### config.mk
export PLATFORM = sky130hd
export DESIGN_NAME = hrp_top
export DESIGN_NICKNAME = d
export VERILOG_FILES = /design/src/verilog/hrp_pkg.sv /design/src/verilog/hrp_top.sv /design/src/verilog/hrp_mem.sv
export SDC_FILE = /design/constraint.sdc
export NUM_CORES = 2
export LEC_CHECK = 0
export BUFFER_PORTS_ARGS = -buffer_cell sky130_fd_sc_hd__clkbuf_2
export CELL_PAD_IN_SITES_DETAIL_PLACEMENT = 1
export CELL_PAD_IN_SITES_GLOBAL_PLACEMENT = 2
export CORE_AREA = 2 2 509 511
export DETAILED_ROUTE_END_ITERATION = 10
export DIE_AREA = 0 0 511 513
export GPL_ROUTABILITY_DRIVEN = 1
export MAX_ROUTING_LAYER = met4
export PLACE_DENSITY_LB_ADDON = 0.08
export SYNTH_ARGS = -nofsm -noshare
export SYNTH_HDL_FRONTEND = slang
export SYNTH_SLANG_ARGS = --single-unit
### constraint.sdc
create_clock -name ref_clk -period 14 [get_ports ref_clk]
set_input_delay 1.4 -clock ref_clk [delete_from_list [all_inputs] [get_ports ref_clk]]
set_output_delay 1.4 -clock ref_clk [all_outputs]
set_load 0.01 [all_outputs]
### src/verilog/hrp_pkg.sv
/*
  constants for the host register port and diagnostics block:
  direct address codes, indexed locations, control bit positions,
  reset values and signature feedback taps.
  assumes: included before every module of the block.
*/
package hrp_pkg;

  // direct addresses on register_select
  localparam logic [2:0] RS_PAL_WADDR = 3'h0;
  localparam logic [2:0] RS_PAL_DATA  = 3'h1;
  localparam logic [2:0] RS_PIX_MASK  = 3'h2;
  localparam logic [2:0] RS_PAL_RADDR = 3'h3;
  localparam logic [2:0] RS_IDX_LOW   = 3'h4;
  localparam logic [2:0] RS_IDX_HIGH  = 3'h5;
  localparam logic [2:0] RS_IDX_DATA  = 3'h6;
  localparam logic [2:0] RS_IDX_CTRL  = 3'h7;

  // indexed locations
  localparam logic [15:0] IDX_MISC1    = 16'h0070;
  localparam logic [15:0] IDX_VMASK_LO = 16'h0078;
  localparam logic [15:0] IDX_VMASK_HI = 16'h0079;
  localparam logic [15:0] IDX_SIG_0    = 16'h007a;
  localparam logic [15:0] IDX_SIG_1    = 16'h007b;
  localparam logic [15:0] IDX_SIG_2    = 16'h007c;
  localparam logic [15:0] IDX_SENSE    = 16'h007d;
  localparam logic [7:0]  IDX_MEM_TOP  = 8'h00;   // index high for memory

  // diagnostic and port control fields
  localparam int MC1_SIG_RUN   = 7;
  localparam int MC1_MASK_EN   = 6;
  localparam int MC1_RFMT      = 5;
  localparam int MC1_SENSE_DIS = 4;
  localparam int MC1_SENSE_SEL = 3;
  localparam int MC1_WIDTH     = 0;
  localparam logic [7:0] MC1_RESET = 8'h00;
  localparam logic [7:0] MC1_WMASK = 8'hf9;      // bits 2:1 reserved

  // index control field
  localparam int IC_AUTO_INC = 0;

  // palette access state codes
  localparam logic [1:0] ACC_WRITE = 2'h0;
  localparam logic [1:0] ACC_READ  = 2'h3;

  // reset values
  localparam logic [7:0]  PIX_MASK_RESET = 8'hff;
  localparam logic [15:0] VMASK_RESET    = 16'hffff;
  localparam logic [23:0] SIG_RESET      = 24'h00_0000;
  localparam logic [23:0] SIG_TAPS       = 24'he1_0000;

  // async pin synchroniser width: vblank, odd, 3 unlatched, 3 latched
  localparam int ASYNC_W = 8;

  typedef enum logic [2:0] {
    SIG_IDLE, SIG_ARMED, SIG_WAIT, SIG_RUN, SIG_DONE
  } hrp_sig_state_t;

endpackage

### src/verilog/hrp_top.sv
/*
  host register port with diagnostics: direct addresses, index
  pointer, diagnostic and port control, frame signature, pixel
  masking and comparator sense pin.
  assumes: host strobes are single-cycle on ref_clk; vblank, odd field
  and comparator results arrive asynchronously from pins.
*/
// Function
// - set mask bit passes four pixel bits
// - 24-bit feedback signature over one frame
// - armed run cleared by vblank, then starts
// - vblank ends accumulation regardless of run bit
// - interlaced signature starts on odd field
// - sense pin ANDs latched or unlatched bits
// - register_select decodes the direct addresses
// - six-bit palette data shifted two places
// - eight-bit palette data passes unchanged
// - pixel mask ANDs palette index bits in indirect mode
// - read address or access state readback
// - index low and high form one index
// - auto increment after indexed data access
// - cleared run bit disarms before the run starts; a started run ends at vblank
// - masking enable applies, not on legacy port
// - sense pin undriven when disable set
// - port width picks 32 or 64 inputs, not on legacy port
`timescale 1ns/10ps
module hrp_top (
  input  wire logic        ref_clk,             // 25 MHz clock
  input  wire logic        sys_rst,             // async reset, high
  input  wire logic [2:0]  register_select,     // direct address
  input  wire logic        host_wr,             // write strobe
  input  wire logic        host_rd,             // read strobe
  input  wire logic [7:0]  host_wdata,          // write data
  output logic      [7:0]  host_rdata_ff,       // read data
  output logic             host_rvalid_ff,      // read data valid
  output logic             pal_we_ff,           // palette write
  output logic      [7:0]  pal_waddr_ff,        // palette write addr
  output logic      [7:0]  pal_wdata_ff,        // palette write data
  output logic             pal_re,              // palette read
  output logic      [7:0]  pal_raddr_ff,        // palette read addr
  input  wire logic [7:0]  pal_rdata,           // palette data, +1 cyc
  input  wire logic        color_resolution_bit,// 1 = eight-bit data
  input  wire logic        legacy_port_sel,     // eight-bit port on
  input  wire logic        indirect_mode,       // palette lookup mode
  input  wire logic        interlace_mode,      // interlaced timing
  input  wire logic        vblank_pin,          // vertical blanking
  input  wire logic        odd_field_pin,       // odd field flag
  input  wire logic [2:0]  sense_unlatched_pin, // comparator, live
  input  wire logic [2:0]  sense_latched_pin,   // comparator, held
  input  wire logic [63:0] pixel_inputs,        // pixel port
  output logic      [63:0] pixel_masked_ff,     // masked pixel data
  input  wire logic [7:0]  palette_index_in,    // index to palettes
  output logic      [7:0]  palette_index_ff,    // masked index
  input  wire logic [23:0] dac_data,            // data at converters
  output logic      [23:0] signature_ff,        // signature value
  output logic             sense_out_ff,        // sense pin level
  output logic             sense_oe             // sense pin enable
);

  // control registers
  logic [7:0]  pal_addr_ff;        // palette pointer
  logic [1:0]  palette_access_mode_report_ff;       // last address write mode
  logic [7:0]  pix_mask_ff;        // pixel mask
  logic [15:0] index_ff;           // combined internal index
  logic [7:0]  idx_ctrl_ff;        // index stepping control
  logic [7:0]  misc1_ff;           // diagnostic and port control
  logic [15:0] vmask_ff;           // pixel port mask pair
  logic        run_prev_ff;        // run bit one cycle back

  // read pipeline
  logic        rd_pend_ff;         // read in flight
  logic [2:0]  rd_rs_ff;           // address of read
  logic [15:0] rd_idx_ff;          // index of read

  // synchroniser chain and filtered levels
  localparam int ASYNC_W_L = hrp_pkg::ASYNC_W;
  logic [ASYNC_W_L-1:0] s1_ff, s2_ff, s3_ff, lvl_ff;
  // pins gathered in the order the filtered levels are read back
  wire  [ASYNC_W_L-1:0] async_in = {sense_latched_pin,
                                    sense_unlatched_pin,
                                    odd_field_pin,
                                    vblank_pin};
  logic        vb_prev_ff;         // vblank one cycle back

  hrp_pkg::hrp_sig_state_t st_ff, nxt_st;

  // decoded strobes
  wire wr_pal_waddr = host_wr && register_select == hrp_pkg::RS_PAL_WADDR;
  wire wr_pal_data  = host_wr && register_select == hrp_pkg::RS_PAL_DATA;
  wire wr_pix_mask  = host_wr && register_select == hrp_pkg::RS_PIX_MASK;
  wire wr_pal_raddr = host_wr && register_select == hrp_pkg::RS_PAL_RADDR;
  wire wr_idx_low   = host_wr && register_select == hrp_pkg::RS_IDX_LOW;
  wire wr_idx_high  = host_wr && register_select == hrp_pkg::RS_IDX_HIGH;
  wire wr_idx_ctrl  = host_wr && register_select == hrp_pkg::RS_IDX_CTRL;
  wire acc_idx_data = (host_wr || host_rd) &&
                      register_select == hrp_pkg::RS_IDX_DATA;
  wire wr_idx_data  = host_wr && acc_idx_data;
  wire acc_pal_data = (host_wr || host_rd) &&
                      register_select == hrp_pkg::RS_PAL_DATA;
  wire auto_inc     = idx_ctrl_ff[hrp_pkg::IC_AUTO_INC];
  wire wr_misc1     = wr_idx_data && index_ff == hrp_pkg::IDX_MISC1;
  wire wr_vmask_lo  = wr_idx_data && index_ff == hrp_pkg::IDX_VMASK_LO;
  wire wr_vmask_hi  = wr_idx_data && index_ff == hrp_pkg::IDX_VMASK_HI;
  wire mem_we       = wr_idx_data && index_ff[15:8] == hrp_pkg::IDX_MEM_TOP;

  // filtered pin levels
  wire       vb       = lvl_ff[0];
  wire       odd      = lvl_ff[1];
  wire [2:0] sns_live = lvl_ff[4:2];
  wire [2:0] sns_held = lvl_ff[7:5];
  wire       vb_rise  = vb && !vb_prev_ff;
  wire       vb_fall  = !vb && vb_prev_ff;
  wire       run_bit  = misc1_ff[hrp_pkg::MC1_SIG_RUN];
  wire       run_rise = run_bit && !run_prev_ff;

  // sense register image: and of each group above its bits
  wire [7:0] sense_reg = {&sns_held, sns_held, &sns_live, sns_live};

  // palette read is issued straight from the strobe
  assign pal_re = host_rd && register_select == hrp_pkg::RS_PAL_DATA;

  // sense pin driver enable
  assign sense_oe = !misc1_ff[hrp_pkg::MC1_SENSE_DIS];

  // three-flop synchronisers; only the second and third are compared
  genvar gi;
  generate
    for (gi = 0; gi < ASYNC_W_L; gi++) begin : g_sync
      always_ff @(posedge ref_clk or posedge sys_rst) begin
        if (sys_rst) begin
          s1_ff[gi]  <= 1'b0;
          s2_ff[gi]  <= 1'b0;
          s3_ff[gi]  <= 1'b0;
          lvl_ff[gi] <= 1'b0;
        end else begin
          s1_ff[gi] <= async_in[gi];
          s2_ff[gi] <= s1_ff[gi];
          s3_ff[gi] <= s2_ff[gi];
          // change accepted once second and third agree
          if (s2_ff[gi] == s3_ff[gi]) begin
            lvl_ff[gi] <= s3_ff[gi];
          end
        end
      end
    end
  endgenerate

  // palette pointer, access state and pixel mask
  always_ff @(posedge ref_clk or posedge sys_rst) begin
    if (sys_rst) begin
      pal_addr_ff  <= 8'h00;
      palette_access_mode_report_ff <= hrp_pkg::ACC_WRITE;
      pix_mask_ff  <= hrp_pkg::PIX_MASK_RESET;
    end else begin
      if (wr_pal_waddr) begin
        pal_addr_ff  <= host_wdata;
        palette_access_mode_report_ff <= hrp_pkg::ACC_WRITE;
      end else if (wr_pal_raddr) begin
        pal_addr_ff  <= host_wdata;
        palette_access_mode_report_ff <= hrp_pkg::ACC_READ;
      end else if (acc_pal_data) begin
        pal_addr_ff  <= pal_addr_ff + 8'h01;  // step to next entry
      end
      if (wr_pix_mask) begin
        pix_mask_ff <= host_wdata;
      end
    end
  end

  // palette write port, registered; format follows resolution
  always_ff @(posedge ref_clk or posedge sys_rst) begin
    if (sys_rst) begin
      pal_we_ff    <= 1'b0;
      pal_waddr_ff <= 8'h00;
      pal_wdata_ff <= 8'h00;
    end else begin
      pal_we_ff    <= wr_pal_data;
      pal_waddr_ff <= pal_addr_ff;
      if (color_resolution_bit) begin
        pal_wdata_ff <= host_wdata;
      end else begin
        pal_wdata_ff <= {host_wdata[5:0], 2'b00};
      end
    end
  end

  // read address output tracks the pointer
  always_ff @(posedge ref_clk or posedge sys_rst) begin
    if (sys_rst) begin
      pal_raddr_ff <= 8'h00;
    end else begin
      pal_raddr_ff <= pal_addr_ff;
    end
  end

  // index pointer: low and high halves, stepping after data access
  always_ff @(posedge ref_clk or posedge sys_rst) begin
    if (sys_rst) begin
      index_ff    <= 16'h0000;
      idx_ctrl_ff <= 8'h00;
    end else begin
      if (wr_idx_low) begin
        index_ff[7:0] <= host_wdata;
      end else if (wr_idx_high) begin
        index_ff[15:8] <= host_wdata;
      end else if (acc_idx_data && auto_inc) begin
        index_ff <= index_ff + 16'h0001;  // wraps past top
      end
      if (wr_idx_ctrl) begin
        idx_ctrl_ff <= {7'h00, host_wdata[hrp_pkg::IC_AUTO_INC]};
      end
    end
  end

  // diagnostic and port control, and mask pair
  always_ff @(posedge ref_clk or posedge sys_rst) begin
    if (sys_rst) begin
      misc1_ff    <= hrp_pkg::MC1_RESET;
      vmask_ff    <= hrp_pkg::VMASK_RESET;
      run_prev_ff <= 1'b0;
    end else begin
      if (wr_misc1) begin
        misc1_ff <= host_wdata & hrp_pkg::MC1_WMASK;
      end
      if (wr_vmask_lo) begin
        vmask_ff[7:0] <= host_wdata;
      end
      if (wr_vmask_hi) begin
        vmask_ff[15:8] <= host_wdata;
      end
      run_prev_ff <= run_bit;
    end
  end

  // indexed space beyond the dedicated locations
  logic [7:0] mem_rdata;   // one cycle after request
  hrp_mem u_mem (
    .ref_clk  (ref_clk),
    .we       (mem_we),
    .addr     (index_ff[7:0]),
    .wdata    (host_wdata),
    .rdata_ff (mem_rdata)
  );

  // indexed read selection, from the index captured with the read
  wire [7:0] idx_rd =
    (rd_idx_ff == hrp_pkg::IDX_MISC1)    ? misc1_ff :
    (rd_idx_ff == hrp_pkg::IDX_VMASK_LO) ? vmask_ff[7:0] :
    (rd_idx_ff == hrp_pkg::IDX_VMASK_HI) ? vmask_ff[15:8] :
    (rd_idx_ff == hrp_pkg::IDX_SIG_0)    ? signature_ff[7:0] :
    (rd_idx_ff == hrp_pkg::IDX_SIG_1)    ? signature_ff[15:8] :
    (rd_idx_ff == hrp_pkg::IDX_SIG_2)    ? signature_ff[23:16] :
    (rd_idx_ff == hrp_pkg::IDX_SENSE)    ? sense_reg :
    (rd_idx_ff[15:8] == hrp_pkg::IDX_MEM_TOP) ? mem_rdata : 8'h00;

  // palette data and read pointer readback formats
  wire [7:0] pal_rd = color_resolution_bit ? pal_rdata :
                      {2'b00, pal_rdata[7:2]};
  wire [7:0] raddr_rd = misc1_ff[hrp_pkg::MC1_RFMT] ?
                        {6'h00, palette_access_mode_report_ff} : pal_addr_ff;

  // direct address read selection
  wire [7:0] rd_mux =
    (rd_rs_ff == hrp_pkg::RS_PAL_WADDR) ? pal_addr_ff :
    (rd_rs_ff == hrp_pkg::RS_PAL_DATA)  ? pal_rd :
    (rd_rs_ff == hrp_pkg::RS_PIX_MASK)  ? pix_mask_ff :
    (rd_rs_ff == hrp_pkg::RS_PAL_RADDR) ? raddr_rd :
    (rd_rs_ff == hrp_pkg::RS_IDX_LOW)   ? index_ff[7:0] :
    (rd_rs_ff == hrp_pkg::RS_IDX_HIGH)  ? index_ff[15:8] :
    (rd_rs_ff == hrp_pkg::RS_IDX_DATA)  ? idx_rd : idx_ctrl_ff;

  // two-stage read: memory and palette answer one cycle late
  always_ff @(posedge ref_clk or posedge sys_rst) begin
    if (sys_rst) begin
      rd_pend_ff     <= 1'b0;
      rd_rs_ff       <= 3'h0;
      rd_idx_ff      <= 16'h0000;
      host_rdata_ff  <= 8'h00;
      host_rvalid_ff <= 1'b0;
    end else begin
      rd_pend_ff     <= host_rd;
      rd_rs_ff       <= register_select;
      rd_idx_ff      <= index_ff;
      host_rvalid_ff <= rd_pend_ff;
      if (rd_pend_ff) begin
        host_rdata_ff <= rd_mux;
      end
    end
  end

  // signature sequencer; run bit arms, and cleared before the run disarms; vblank times everything
  always_comb begin
    nxt_st = st_ff;
    case (st_ff)
      hrp_pkg::SIG_IDLE: begin
        if (run_rise) nxt_st = hrp_pkg::SIG_ARMED;
      end
      hrp_pkg::SIG_ARMED: begin
        if (!run_bit) nxt_st = hrp_pkg::SIG_IDLE;
        else if (vb_rise) nxt_st = hrp_pkg::SIG_WAIT;
      end
      hrp_pkg::SIG_WAIT: begin
        // interlaced frames must open on the odd field
        if (!run_bit) nxt_st = hrp_pkg::SIG_IDLE;
        else if (vb_fall && (!interlace_mode || odd))
          nxt_st = hrp_pkg::SIG_RUN;
      end
      hrp_pkg::SIG_RUN: begin
        if (vb_rise) begin
          // interlace needs both fields before the frame ends
          if (!interlace_mode || !odd) nxt_st = hrp_pkg::SIG_DONE;
        end
      end
      hrp_pkg::SIG_DONE: begin
        if (run_rise) nxt_st = hrp_pkg::SIG_ARMED;
      end
      default: nxt_st = hrp_pkg::SIG_IDLE;
    endcase
  end

  // feedback shift of the signature with data folded in
  wire        fb       = ^(signature_ff & hrp_pkg::SIG_TAPS);
  wire [23:0] misr_nxt = {signature_ff[22:0], fb} ^ dac_data;

  // state and signature registers
  always_ff @(posedge ref_clk or posedge sys_rst) begin
    if (sys_rst) begin
      st_ff        <= hrp_pkg::SIG_IDLE;
      signature_ff <= hrp_pkg::SIG_RESET;
      vb_prev_ff   <= 1'b0;
    end else begin
      st_ff      <= nxt_st;
      vb_prev_ff <= vb;
      if (st_ff == hrp_pkg::SIG_ARMED && vb_rise) begin
        signature_ff <= hrp_pkg::SIG_RESET;
      end else if (st_ff == hrp_pkg::SIG_RUN && !vb) begin
        signature_ff <= misr_nxt;
      end
    end
  end

  // pixel masking: each mask bit governs a nibble of the port
  logic [63:0] pix_keep;   // per-bit pass enables
  generate
    for (gi = 0; gi < 16; gi++) begin : g_mask
      // legacy port disables both masking and width selection
      assign pix_keep[gi*4 +: 4] = {4{
        (legacy_port_sel || !misc1_ff[hrp_pkg::MC1_MASK_EN] ||
         vmask_ff[gi]) &&
        (legacy_port_sel || gi < 8 || misc1_ff[hrp_pkg::MC1_WIDTH])}};
    end
  endgenerate

  // registered data path outputs and sense pin level
  always_ff @(posedge ref_clk or posedge sys_rst) begin
    if (sys_rst) begin
      pixel_masked_ff  <= 64'h0000_0000_0000_0000;
      palette_index_ff <= 8'h00;
      sense_out_ff     <= 1'b0;
    end else begin
      pixel_masked_ff  <= pixel_inputs & pix_keep;
      palette_index_ff <= indirect_mode ?
                          (palette_index_in & pix_mask_ff) :
                          palette_index_in;
      sense_out_ff     <= misc1_ff[hrp_pkg::MC1_SENSE_SEL] ?
                          sense_reg[7] : sense_reg[3];
    end
  end
endmodule

### src/verilog/hrp_mem.sv
/*
  small single port memory for the indexed register space.
  read data leaves through a register, one cycle after the request.
  assumes: one clock, write and read never in the same cycle.
*/
`timescale 1ns/10ps
module hrp_mem (
  input  wire logic       ref_clk,   // block clock
  input  wire logic       we,        // write strobe
  input  wire logic [7:0] addr,      // entry address
  input  wire logic [7:0] wdata,     // write data
  output logic      [7:0] rdata_ff   // registered read data
);

  logic [7:0] mem [0:255];           // storage, no reset by design

  // plain synchronous ram; contents stay undefined until written
  always_ff @(posedge ref_clk) begin
    if (we) begin
      mem[addr] <= wdata;
    end
    rdata_ff <= mem[addr];
  end

endmodule

[Yosys cells after proc, flatten, opt, wreduce, memory -nomap -nowiden]
Memory sizes are Yosys's and may differ from the RTL's. A register that Yosys moved wholly into a read port is not among the register bits.
Cells that the tools add are included.
Storage, ports and cells
  bits in registers: 237
  bits in writable memories: 2048
  bits of input ports: 131
  output and inout port bits: 133
  logic and storage cells: 220
  memories: 1
Cells by class
  add/subtract/negate cells: 2
  equal/unequal tests: 41
  mux-type cells: 41
  bitwise gates (word level): 4
  reduce and logical (&&, ||, !) cells: 75
Memory list
  u_mem.mem: words 256, bits a word 8, read ports 1, clocked after Yosys merged registers in 1, write ports 1, RTL line hrp_mem.sv:15  | logic [7:0] mem [0:255];
Operators with widths (number)
  8-bit two-way mux: 25
  16-bit by 7-bit == test with 1-bit output (second input constant): 10
  64-bit bitwise AND: 1
  24-bit two-way mux: 2
  1-bit logical AND: 30
  3-bit == test (second input constant): 8
  24-bit parity: 1
  24-bit XOR: 1
  1-bit logical OR: 21
  3-bit two-way mux: 7
  3-bit by 2-bit == test with 1-bit output (second input constant): 6
  16-bit by 1-bit adder with 16-bit output (second input constant): 1
  8-bit logical NOT: 2
  16-bit two-way mux: 1
  3-bit case mux with 4 select lines: 1
  3-bit by 1-bit == test with 1-bit output (second input constant): 3
  3-bit logical NOT: 3
  8-bit by 1-bit adder with 8-bit output (second input constant): 1
  8-bit bitwise AND: 1
  1-bit == test: 8
  2-bit nonzero test: 4
  1-bit logical NOT: 7
  2-bit inequality test (second input constant): 3
  3-bit inequality test (second input constant): 2
  9 further kinds: 14

[Depth between registers and ports, before layout]
  depth in word-level cells: 16
  depth in mapped cells: 12
  mapped depth without buffers: 7

[Modules after synthesis]
From an unflattened synthesis, not the netlist that was laid out.
Unflattened totals
  cell total of the unflattened synthesis: 4496
  area total of the unflattened synthesis: 89032.9 µm²
Modules (own cells, without submodules)
  hrp_mem: times used 1, cells each 3547, area each 78492.8 µm², sequential area each 61659.1 µm²
  hrp_top: times used 1, cells each 949, area each 10540.1 µm², sequential area each 5935.7 µm²

[Least setup slack after synthesis]
OpenSTA, ideal clock, no wires.
  kind: input-to-reg
  start: input register_select[1]
  end: memory u_mem.mem[134][0] (enable)
  library setup time: 0.370 ns
  data arrival time: 3.251 ns
  required time: 13.630 ns
  path slack: 10.379 ns
  stages on the path: 7
  path through: nor2b_1 o2111ai_1 nor4_2 clkbuf_1 nand3_1 clkbuf_1 nor2_1
On the way
  cells in the longest elaborated chain, start to end: 6
RTL lines
  start, declared: RTL line hrp_top.sv:30  | input wire logic [2:0] register_select,
  3-bit == test: RTL line hrp_top.sv:96  | register_select == hrp_pkg::RS_IDX_DATA;
  1-bit logical AND: RTL line hrp_top.sv:95  | wire acc_idx_data = (host_wr || host_rd) &&
  1-bit logical AND: RTL line hrp_top.sv:97  | wire wr_idx_data = host_wr && acc_idx_data;
  1-bit logical AND: RTL line hrp_top.sv:104  | wire mem_we = wr_idx_data && index_ff[15:8] == hrp_pkg::IDX_MEM_TOP;
  1-bit two-way mux: RTL line hrp_mem.sv:19  | if (we) begin
  1-bit two-way mux (not written as such): RTL line hrp_mem.sv:20  | mem[addr] <= wdata;
  end, declared: RTL line hrp_mem.sv:15
No other way between the ends.

==> impl_metrics.env <==
export IMPL_status="completed"
export IMPL_die_area_sq_mm=0.262
export IMPL_vias=45700
export IMPL_slew_violations=0
export IMPL_synth_seq_cells=2292
export IMPL_cts_tree="yes"
export IMPL_ys_top_cells_by_area="edfxtp_1 (69%), mux4_2 (14%), dfrtp_1 (5.9%)"
export IMPL_max_stage_delay_ns=0.81
export IMPL_cp_common_cell="buf_4"
export IMPL_grt_pass1_wl_microns=396000
export IMPL_clockBufferDepth=4
export IMPL_avgViaCountPerCell=5.43
export IMPL_clkSinkCount=2292
export IMPL_min_period_over_period_pct=38.0
export IMPL_cap_violations=0
export IMPL_clk_latency_ns=0.93
export IMPL_tightest_slew_ns=1.40
export IMPL_area_growth_pct=15.1
export IMPL_synth_cells=4462
export IMPL_synth_net_count=4598
export IMPL_cp_top_family="buffers and inverters"
export IMPL_die_h_microns=513
export IMPL_worstPathCellList="buf_4 -> buf_4 -> buf_4 -> mux4_2 -> a22oi_1 -> a21oi_1 -> a21oi_1 -> nand2_1 -> a221oi_1 -> o211ai_1"
export IMPL_synth_top_area_share_pct=68.8
export IMPL_grt_use_total_pct=22.1
export IMPL_grt_start_max_net_pins=160
export IMPL_fin_setup_tns_ns=0
export IMPL_synth_most_common_cell="edfxtp_1"
export IMPL_drc=0
export IMPL_path_max_fanout=35
export IMPL_finalSetupViolations=0
export IMPL_period_needed_ns=5.32
export IMPL_ys_seq_area_share_pct=75.7
export IMPL_synthArstFlopShare_pct=10.3
export IMPL_chipWidth_microns=511
export IMPL_worstPathRequired_ns=14.75
export IMPL_finalHoldViolations=0
export IMPL_drt_initial_drc_count=4027
export IMPL_synth_distinct_cells=76
export IMPL_wl_per_cell_microns=33.6
export IMPL_ant_nets=0
export IMPL_end_kind="register"
export IMPL_antenna_found_initial=22
export IMPL_core_area_sq_mm=0.256
export IMPL_clock_root_buffer="clkbuf_16"
export IMPL_start_util_pct=34.9
export IMPL_start_kind="register"
export IMPL_rsz0062_at_grt="no"
export IMPL_timing_fmax_ghz=0.188
export IMPL_timing_worst_setup_path_type="reg -> reg"
export IMPL_drt_pass1_iter_count=5
export IMPL_cts_setup_buffers=0
export IMPL_numPortBuffers=263
export IMPL_drive_above_1_share_pct=27.1
export IMPL_layout_nets=4980
export IMPL_ir_drop_mv=0.146
export IMPL_htreeDepth=5
export IMPL_fin_util_pct=40.1
export IMPL_hold_path_class="reg -> reg"
export IMPL_wl_microns=283000
export IMPL_rows=186
export IMPL_max_slew_margin_rel_pct=6.34
export IMPL_cp_arrival_ns=6.07
export IMPL_holdWs_ns=0.354
export IMPL_ios=264
export IMPL_dp_hpwl_microns=173000
export IMPL_cp_buffers_inverters=3
export IMPL_p_leak_nw=33.0
export IMPL_gp_congestion=0.786
export IMPL_syn_area_sq_mm=0.0893
export IMPL_cts_resized=0
export IMPL_grt_pass1_vias=48200
export IMPL_finClkSkew_ns=0.0660
export IMPL_cp_slowest_cell="dfrtp_4"
export IMPL_r2r_slack_ns=8.68
export IMPL_synth_common_cells="edfxtp_1 (2,048), mux4_2 (543), nor2_1 (322)"
export IMPL_ys_flop_type="edfxtp_1"
export IMPL_cts_buffers=278
export IMPL_power_density_mw_per_mm2=179
export IMPL_ctsHoldBuffers=0
export IMPL_yosys_warnings=0
export IMPL_yosys_area_top_type="edfxtp_1"
export IMPL_clk_pin_slew_ns=0.06
export IMPL_grt_ovfl_total=0
export IMPL_syn_area_per_cell_sq_um=20.0
export IMPL_synth_edf_count=2048
==> cells in the final DEF (no fill, tap or decap), drive strengths merged, types with 20 or more instances in the layout <==
cell type,instances
mux4,543
nand2b,25
nor3,20
nand3,57
o21ai,74
nor2,326
inv,33
buf,114
clkinv,91
nor2b,86
edfxtp,2048
a22oi,97
dfstp,24
nand2,149
clkbuf,603
xor2,27
a21oi,82
mux2,33
a22o,42
mux2i,78
dfrtp,212
==> final timing paths <==
| kind | startpoint | to | cells past startpoint |
|---|---|---|---|
| worst max register to register | index_ff[0]$_DFFE_PP0P_ | u_mem.rdata_ff[1]$_DFF_P_ | 10 |
| worst min-delay path | s1_ff[2]$_DFF_PP0_ | s2_ff[2]$_DFF_PP0_ | 0 |
| worst min register to register | s1_ff[2]$_DFF_PP0_ | s2_ff[2]$_DFF_PP0_ | 0 |
| max in group asynchronous | sys_rst | signature_ff[11]$_DFFE_PP0P_ | 4 |
| min in group asynchronous | sys_rst | palette_index_ff[0]$_DFF_PP0_ | 2 |
| worst max-delay path | index_ff[0]$_DFFE_PP0P_ | u_mem.rdata_ff[1]$_DFF_P_ | 10 |
==> cells by family after synthesis <==
| logic type | synth area share (%) |
|---|---|
| xor+xnor | 0.431 |
| flops | 75.7 |
| buf+inv | 1.70 |
| fa+ha+maj | 0.160 |
| mux | 15.0 |
| simple gates | 3.83 |
| compound gates | 3.25 |
==> through the flow <==
step                      total power [mW]  cells  worst slack, ns  instance area, sq um
after floorplan                       10.3   4462             6.17                 89300
after global placement                11.9   7948             8.24                 94600
after detailed placement              11.9   7948             8.51                 94600
after CTS                             18.7   8405             8.47                103000
after global routing                  19.1   8407             8.25                103000
final                                 18.4   8412             8.68                103000
==> sequential cells by signal (all words and copies together), names as in the netlist, 16 cells and up <==
name,flops
u_mem.mem,2048
signature_ff,24
vmask_ff,16
index_ff,16
pixel_masked_ff,64
rd_idx_ff,16
==> layout make-up <==
class | count | area (sq um)
antenna | 7 | 17.5
sequential | 2292 | 67600
clock inverter | 109 | 850
fill | 24300 | 153000
inverter | 30 | 125
timing repair buffer | 369 | 2280
clock buffer | 348 | 7390
multi-input combinational | 1873 | 20300
tap | 3384 | 4230
==> worst reg2reg max path: stages (launching register included) <==
cell and delay, ns:
dfrtp_4 0.81, buf_4 0.59, buf_4 0.75, buf_4 0.76, mux4_2 0.64, a22oi_1 0.28
a21oi_1 0.20, a21oi_1 0.18, nand2_1 0.08, a221oi_1 0.65, o211ai_1 0.21
==> metal layers <==
metal | part of all wire, % | vias up | GRT usage [%]
li1 | - | 19000 | -
met1 | 44 | 25000 | 30.1
met4 | 2.3 | 0 | 5.41
met3 | 5.6 | 372 | 3.49
met2 | 48 | 1358 | 34.9
met5 | 0 | - | -
==> power by group <==
group          leakage (nW)  internal [mW]  total [mW]  switching (mW)
sequential             21.3           7.53        7.71           0.174
clock                  4.04           3.95        6.72            2.77
combinational          7.67           1.59        4.00            2.41
No activity file was read; power rests on OpenSTA's default activity.
